`src/ueirq_params.svh`:
```
// Purpose: Constants for the endpoint request flag block
// Assumes: Included by the design module only
// Notes: Subaddress values select the flag registers
`ifndef UEIRQ_PARAMS_SVH
`define UEIRQ_PARAMS_SVH
`define UEIRQ_SA_IN_FLAGS 8'h29
`define UEIRQ_SA_OUT_FLAGS 8'h2A
`define UEIRQ_FLAGS_RESET 4'h0
`define UEIRQ_RSVD_READ 4'h0
`define UEIRQ_CODE_FIRST_EP 5'h06
`define UEIRQ_CODE_NONE 5'h00
`define UEIRQ_NUM_EP 4
`define UEIRQ_CODE_STEP 2
`define UEIRQ_CLR_NONE 4'h0
`define UEIRQ_RDATA_NONE 8'h00
`endif

```
`src/ueirq_pkg.sv`:
```
// Purpose: Types shared by the endpoint request flag block
// Assumes: Four IN and four OUT endpoints
// Notes: Event and register access groups travel as structs
package ueirq_pkg;
	typedef struct packed {
		logic [3:0] in_ack;
		logic [3:0] out_ok;
	} ueirq_events_t;
	typedef struct packed {
		logic [7:0] sub_register_select;
		logic wr;
		logic rd;
		logic [7:0] wdata;
	} ueirq_access_t;
endpackage : ueirq_pkg

```
`src/ueirq_flags.sv`:
```
// Purpose: Per-endpoint IN/OUT interrupt request flags with W1C clear
// Assumes: Events are one-cycle pulses synchronous to i_ref_clk
// Notes: Registers reached through a subaddress/subdata pair
`timescale 1ns/1ps
`include "ueirq_params.svh"

module ueirq_flags #(
	parameter int NUM_EP = `UEIRQ_NUM_EP
) (
	input wire logic i_ref_clk,
	input wire logic i_rstn,
	input wire ueirq_pkg::ueirq_events_t i_events,
	input wire ueirq_pkg::ueirq_access_t i_access,
	output logic [7:0] o_rdata,
	output logic [3:0] o_in_ep_request,
	output logic [3:0] o_out_ep_request,
	output logic [4:0] o_irq_source_code,
	output logic o_irq_pending
);


	// Flag state and registered read and report outputs
	logic [3:0] in_ep_request;
	logic [3:0] out_ep_request;
	logic [7:0] rdata;
	logic [4:0] code;
	logic pending;

	// Next values of the registered state
	logic [3:0] next_in;
	logic [3:0] next_out;
	logic [7:0] next_rdata;
	logic [4:0] next_code;
	logic next_pending;

	// Decoded access strobes, a write and a read per request register
	logic in_wr_hit;
	logic out_wr_hit;
	logic in_rd_hit;
	logic out_rd_hit;

	// Clear masks taken from the low nibble of write data
	logic [3:0] in_clr;
	logic [3:0] out_clr;

	// Updated flags from the per-endpoint slices
	logic [3:0] in_upd;
	logic [3:0] out_upd;

	// Register select decode, shared by read and write paths
	function automatic logic sel(
		input logic [7:0] sa,
		input logic [7:0] want
	);
		sel = (sa == want);
	endfunction : sel

	// Source code of one endpoint; OUT sits one code above its IN
	function automatic logic [4:0] ep_code(
		input int ep,
		input logic is_out
	);
		ep_code = 5'(`UEIRQ_CODE_FIRST_EP + `UEIRQ_CODE_STEP * ep
			+ int'(is_out));
	endfunction : ep_code

	// subaddress decode
	// Any other subaddress raises no strobe; a read of it returns zero
	always_comb
	begin
		in_wr_hit = i_access.wr
			&& sel(i_access.sub_register_select, `UEIRQ_SA_IN_FLAGS);
		out_wr_hit = i_access.wr
			&& sel(i_access.sub_register_select, `UEIRQ_SA_OUT_FLAGS);
		in_rd_hit = i_access.rd
			&& sel(i_access.sub_register_select, `UEIRQ_SA_IN_FLAGS);
		out_rd_hit = i_access.rd
			&& sel(i_access.sub_register_select, `UEIRQ_SA_OUT_FLAGS);
	end

	// write-one clear
	// Only bits 3..0 can clear; upper write bits have no storage
	always_comb
	begin
		in_clr = `UEIRQ_CLR_NONE;
		out_clr = `UEIRQ_CLR_NONE;
		if (in_wr_hit)
		begin
			in_clr = i_access.wdata[3:0];
		end
		if (out_wr_hit)
		begin
			out_clr = i_access.wdata[3:0];
		end
	end

	// One slice per endpoint: bit ep of each register is endpoint ep
	genvar ep;
	generate
		for (ep = 0; ep < NUM_EP; ep = ep + 1)
		begin : g_ep
			// set beats clear, OR-ed last so no event is lost
			assign in_upd[ep] = (in_ep_request[ep] & ~in_clr[ep])
				| i_events.in_ack[ep];
			assign out_upd[ep] = (out_ep_request[ep] & ~out_clr[ep])
				| i_events.out_ok[ep];
		end
	endgenerate

	// Flag next values; reset is applied in the register process
	always_comb
	begin
		next_in = in_upd;
		next_out = out_upd;
	end

	// Read data; a read returns the flags before a same-cycle write
	// Unmapped subaddresses read as zero rather than holding old data
	always_comb
	begin
		next_rdata = rdata;
		if (i_access.rd)
		begin
			next_rdata = `UEIRQ_RDATA_NONE;
			if (in_rd_hit)
			begin
				next_rdata = {`UEIRQ_RSVD_READ, in_ep_request};
			end
			if (out_rd_hit)
			begin
				next_rdata = {`UEIRQ_RSVD_READ, out_ep_request};
			end
		end
	end

	// priority encoder, search high to low so lowest wins
	// Built from registered flags, trading one cycle of lag for timing
	always_comb
	begin
		next_code = `UEIRQ_CODE_NONE;
		next_pending = 1'b0;
		for (int i = NUM_EP - 1; i >= 0; i--)
		begin
			if (out_ep_request[i])
			begin
				next_code = ep_code(i, 1'b1);
				next_pending = 1'b1;
			end
			if (in_ep_request[i])
			begin
				next_code = ep_code(i, 1'b0);
				next_pending = 1'b1;
			end
		end
	end

	// Flag registers, all clear on reset
	always_ff @(posedge i_ref_clk)
	begin
		if (!i_rstn)
		begin
			in_ep_request <= `UEIRQ_FLAGS_RESET;
			out_ep_request <= `UEIRQ_FLAGS_RESET;
		end
		else
		begin
			in_ep_request <= next_in;
			out_ep_request <= next_out;
		end
	end

	// Read data register, holds until the next read strobe
	always_ff @(posedge i_ref_clk)
	begin
		if (!i_rstn)
		begin
			rdata <= `UEIRQ_RDATA_NONE;
		end
		else
		begin
			rdata <= next_rdata;
		end
	end

	// Source report registers, code 00 qualified by pending
	always_ff @(posedge i_ref_clk)
	begin
		if (!i_rstn)
		begin
			code <= `UEIRQ_CODE_NONE;
			pending <= 1'b0;
		end
		else
		begin
			code <= next_code;
			pending <= next_pending;
		end
	end

	// Outputs straight from flip-flops; code lags flags by one cycle
	assign o_in_ep_request = in_ep_request;
	assign o_out_ep_request = out_ep_request;
	assign o_rdata = rdata;
	assign o_irq_source_code = code;
	assign o_irq_pending = pending;

endmodule : ueirq_flags

```
`config.mk`:
```
export PLATFORM = sky130hd
export DESIGN_NAME = ueirq_flags
export DESIGN_NICKNAME = d
export VERILOG_FILES = /design/src/ueirq_pkg.sv /design/src/ueirq_flags.sv
export VERILOG_INCLUDE_DIRS = /design/src
export SDC_FILE = /design/constraint.sdc
export NUM_CORES = 1
export LEC_CHECK = 0
export BUFFER_PORTS_ARGS = -buffer_cell sky130_fd_sc_hd__buf_2
export CAP_MARGIN = 5
export CORE_MARGIN = 2
export CORE_UTILIZATION = 39
export CTS_CLUSTER_DIAMETER = 150
export DETAILED_ROUTE_END_ITERATION = 6
export HOLD_SLACK_MARGIN = 0.03
export PLACE_DENSITY = 0.74
export SYNTH_ARGS = -nofsm -noshare
export SYNTH_HDL_FRONTEND = slang
export SYNTH_SLANG_ARGS = --single-unit
```
`constraint.sdc`:
```
create_clock -name i_ref_clk -period 1.7 [get_ports i_ref_clk]
set_input_delay 0.255 -clock i_ref_clk [delete_from_list [all_inputs] [get_ports i_ref_clk]]
set_output_delay 0.255 -clock i_ref_clk [all_outputs]
set_load 0.01 [all_outputs]
```
* Yosys cells after proc, flatten, opt, wreduce, memory -nomap -nowiden
Index checks and enable logic that the tools add are counted.
** Word-level totals
- Register bits :: 22
- Output and inout port bits :: 22
- Word-level logic and storage cells :: 62
** Operators by class
- Equality and inequality tests :: 2
- Reductions and logical operators :: 7
- Multiplexer cells :: 20
- Bitwise logic cells :: 25
** Operators by type and width (count)
- 4-bit two-way mux :: 9
- 8-bit by 6-bit == test with 1-bit output (second input constant) :: 2
- 1-bit NOT :: 9
- 1-bit bitwise AND :: 8
- 1-bit two-way mux :: 8
- 8-bit two-way mux :: 1
- 1-bit OR :: 8
- 8-bit OR reduction :: 1
- 3-bit two-way mux :: 2
- 1-bit logical AND :: 4
- 3-bit OR reduction :: 1
- 2-bit OR reduction :: 1

* Depth between registers and ports, before layout
- Depth after elaboration :: 8
- Mapped depth :: 4
- Mapped depth without buffers :: 3

* Worst setup path before layout
No wires, ideal clock.
- Path kind :: register to register
- From :: register in_ep_request[2] (netlist: o_in_ep_request[2])
- To :: register pending (netlist: o_irq_pending)
- Cell stages (with the launch flop) :: 4
- Slack :: 601 ps
- Required time :: 1580 ps
- Clock period less this slack :: 1099 ps
- Arrival time :: 979 ps
- Path through :: dfxtp_1 -> nor4_1 -> nand2_1 -> o31a_1
** On the way
- Cells in the longest elaborated chain, start to end :: 5
** Ends and longest elaborated chain
- start, declared :: line ueirq_flags.sv:23 : logic [3:0] in_ep_request;
- start signal, assigned :: line ueirq_flags.sv:162 : in_ep_request <= `UEIRQ_FLAGS_RESET;
- start signal, assigned :: line ueirq_flags.sv:167 : in_ep_request <= next_in;
- 1-bit two-way mux :: line ueirq_flags.sv:149 : if (in_ep_request[i])
- 1-bit two-way mux :: line ueirq_flags.sv:144 : if (out_ep_request[i])
- 1-bit two-way mux :: line ueirq_flags.sv:149
- 1-bit two-way mux :: line ueirq_flags.sv:144
- 1-bit two-way mux :: line ueirq_flags.sv:149
- end signal, assigned :: line ueirq_flags.sv:196 : pending <= next_pending;
- end, declared :: line ueirq_flags.sv:27 : logic pending;
No other way between the ends.
A chain may end at the register's enable or synchronous reset.

* Worst setup path after layout
Same ends and word-level chain as after synthesis.

==> results.json <==
{
  "startpoint_type": "flip-flop",
  "start_util_pct": 41.0,
  "power.density_nw_per_um2": 769,
  "synthCells": 86,
  "synth-xor-area-share_pct": 0,
  "synth_top_family_by_area": "simple AND/OR/NAND/NOR gates",
  "critPathCaptureType": "flip-flop",
  "synth.mux.area_fraction_pct": 0,
  "dp_hpwl_mm": 1.44,
  "drtIter0Drc": 19,
  "first_pass_iters": 4,
  "clk-insertion-delay-late_ns": 0.28,
  "ys_types": 23,
  "cts_tree": "built",
  "finalHoldViolations": 0,
  "ys_dominant_reg_cell": "dfxtp_1",
  "fmax_ghz": 0.839,
  "critical_path_arrival_ns": 1.37,
  "synth_fa_ha_area_share_pct": 0,
  "maxCapViolCount": 0,
  "maxSlewViolCount": 0,
  "ctsRootBufferMaster": "clkbuf_4",
  "ant_nets": 0,
  "syn_area_per_cell_sq_um": 9.35,
  "syn_area_sq_um": 805,
  "yosys_warnings": 0,
  "status": "completed",
  "antenna_found_initial": 0,
  "cts.sink_count": 17,
  "nFillCells": 201,
  "mostFrequentLayoutCell": "buf_2",
  "h-tree-depth": 1,
  "yosys-top-cells-area": "dfxtp_1 (42%), o21ai_0 (6.2%), nor4b_4 (5.9%)",
  "synth-seq-cells": 17,
  "cts_resized": 0,
  "track_usage_pct": 16.7,
  "die_area_sq_um": 2440,
  "dieHeight_microns": 49.4,
  "clk_pin_slew_ns": 0.10,
  "overflow": 0,
  "rsz0062_at_grt": "no",
  "crit_fanout": 6,
  "synth_compound_area_share_pct": 25.0,
  "drive_gt1_share_pct": 37.8,
  "cts_buffers": 3,
  "row_count": 16,
  "gp_congestion": 0.779,
  "portBuffers": 40,
  "setup_viol": 0,
  "synthSimpleGateAreaFrac_pct": 26.0,
  "routed_via_density": 5.01,
  "synth.top_cell.area_share_pct": 42.3,
  "grt_pass1_vias": 744,
  "cts_setup_buffers": 0,
  "core_area_sq_um": 1960,
  "fp.dieW_microns": 49.4,
  "vdd_drop_max_v": 0.000405,
  "synth_edf_count": 0,
  "final_cell_mix": "buf_2 (40), dfxtp_1 (17), nor2_1 (12), o21ai_0 (10), a21oi_1 (9)",
  "cts_buffer_depth": 2,
  "post-route-period-util_pct": 70.1,
  "netlist.top_cell.by_area": "dfxtp_1",
  "hp-class": "primary input to flip-flop",
  "yosysSeqAreaShare_pct": 42.3,
  "vias": 772,
  "dp.cells": 150,
  "nets": 156,
  "routed_wl_mm": 1.84,
  "fin_cells": 154,
  "grt_max_degree": 19,
  "drc": 0,
  "p_leak_nw": 0.486,
  "cts_hold_buf": 0,
  "wl_per_cell_microns": 11.9,
  "final.setup.tns_ns": 0,
  "setup.worst_path.class": "flip-flop to flip-flop",
  "synthArstFlopShare_pct": 0,
  "io_pins": 50,
  "num_antenna_cells": 0,
  "finalCriticalPeriod_ns": 1.19,
  "fin_skew_ns": 0.000491,
  "grt_pass1_wl_mm": 3.20,
  "crit_required_ns": 1.88,
  "area_delta_synth_final_pct": 28.6
}
## sequential cells by signal, summed over array words and instances, names as in the netlist
name,cells
o_out_ep_request,4
o_irq_pending,1
o_in_ep_request,4
o_irq_source_code,4
o_rdata,4
## worst paths after layout
check                                         from                  to  slack [ns]  depth (start not counted)
worst max-delay path            o_in_ep_request[2]       o_irq_pending        0.51                          3
worst min-delay path                   i_events[6]  o_in_ep_request[2]        0.25                          3
worst max register to register  o_in_ep_request[2]       o_irq_pending        0.51                          3
worst min register to register          o_rdata[3]          o_rdata[3]        0.51                          1
## worst max-delay path: stages, from the launching register on
cell	delay [ns]
dfxtp_1	0.37
nor4_1	0.34
nand2_1	0.13
o31a_1	0.25
## stage by stage
| stage | cell area, sq um | utilization, % | setup WS, ns | total power [mW] | hold WS (ns) |
|---|---|---|---|---|---|
| 5_1_grt | 1030 | 52.7 | 0.381 | 0.842 | 0.253 |
| 3_3_place_gp | 1010 | 51.3 | 0.407 | 0.589 | 0.475 |
| 2_1_floorplan | 820 | - | 0.601 | 0.531 | 0.419 |
| 6_report | 1030 | 52.7 | 0.508 | 0.795 | 0.248 |
| 4_1_cts | 1030 | 52.7 | 0.516 | 0.805 | 0.235 |
| 3_5_place_dp | 1010 | 51.3 | 0.409 | 0.593 | 0.487 |
## cell type report
cell class	instances	area, sq um	area share (%)
timing repair buffer	40	200	19.3
multi-input combinational	65	429	41.5
sequential	17	340	32.9
clock inverter	1	5.00	0.484
tap	27	33.8	3.26
clock buffer	3	22.5	2.18
inverter	1	3.75	0.363
## where the power goes
| group | leakage [nW] | switching (mW) | total [mW] | internal (mW) |
|---|---|---|---|---|
| logic | 0.328 | 0.0749 | 0.140 | 0.0647 |
| clock network | 0.0177 | 0.125 | 0.212 | 0.0872 |
| registers | 0.141 | 0.0225 | 0.444 | 0.421 |
## synth_stat cells (2+ instances only)
library cell	number
o21ai_0	10
nor2b_1	3
nor2_1	12
dfxtp_1	17
buf_4	5
a21oi_1	9
a22o_1	4
a21boi_0	2
nand2_1	6
nor4b_4	2
a32o_1	4
## metal layers
layer / up-vias / GRT usage, % / share of wire, %
met4: 0 / 5.56 / 0.87
met2: 26 / 30.0 / 50
met1: 360 / 19.9 / 43
met3: 2 / 2.76 / 5.9
met5: - / 0 / 0
li1: 384 / - / -
## cell families (layout without fill, tap and decap cells)
group / count (synthesis) / count (layout)
AOI/OAI and AO/OA: 31 / 31
buffers and inverters: 8 / 45
DFF: 17 / 17
other: 1 / 5
and+or+nand+nor: 29 / 29
Power figures use the tool's default switching activity.
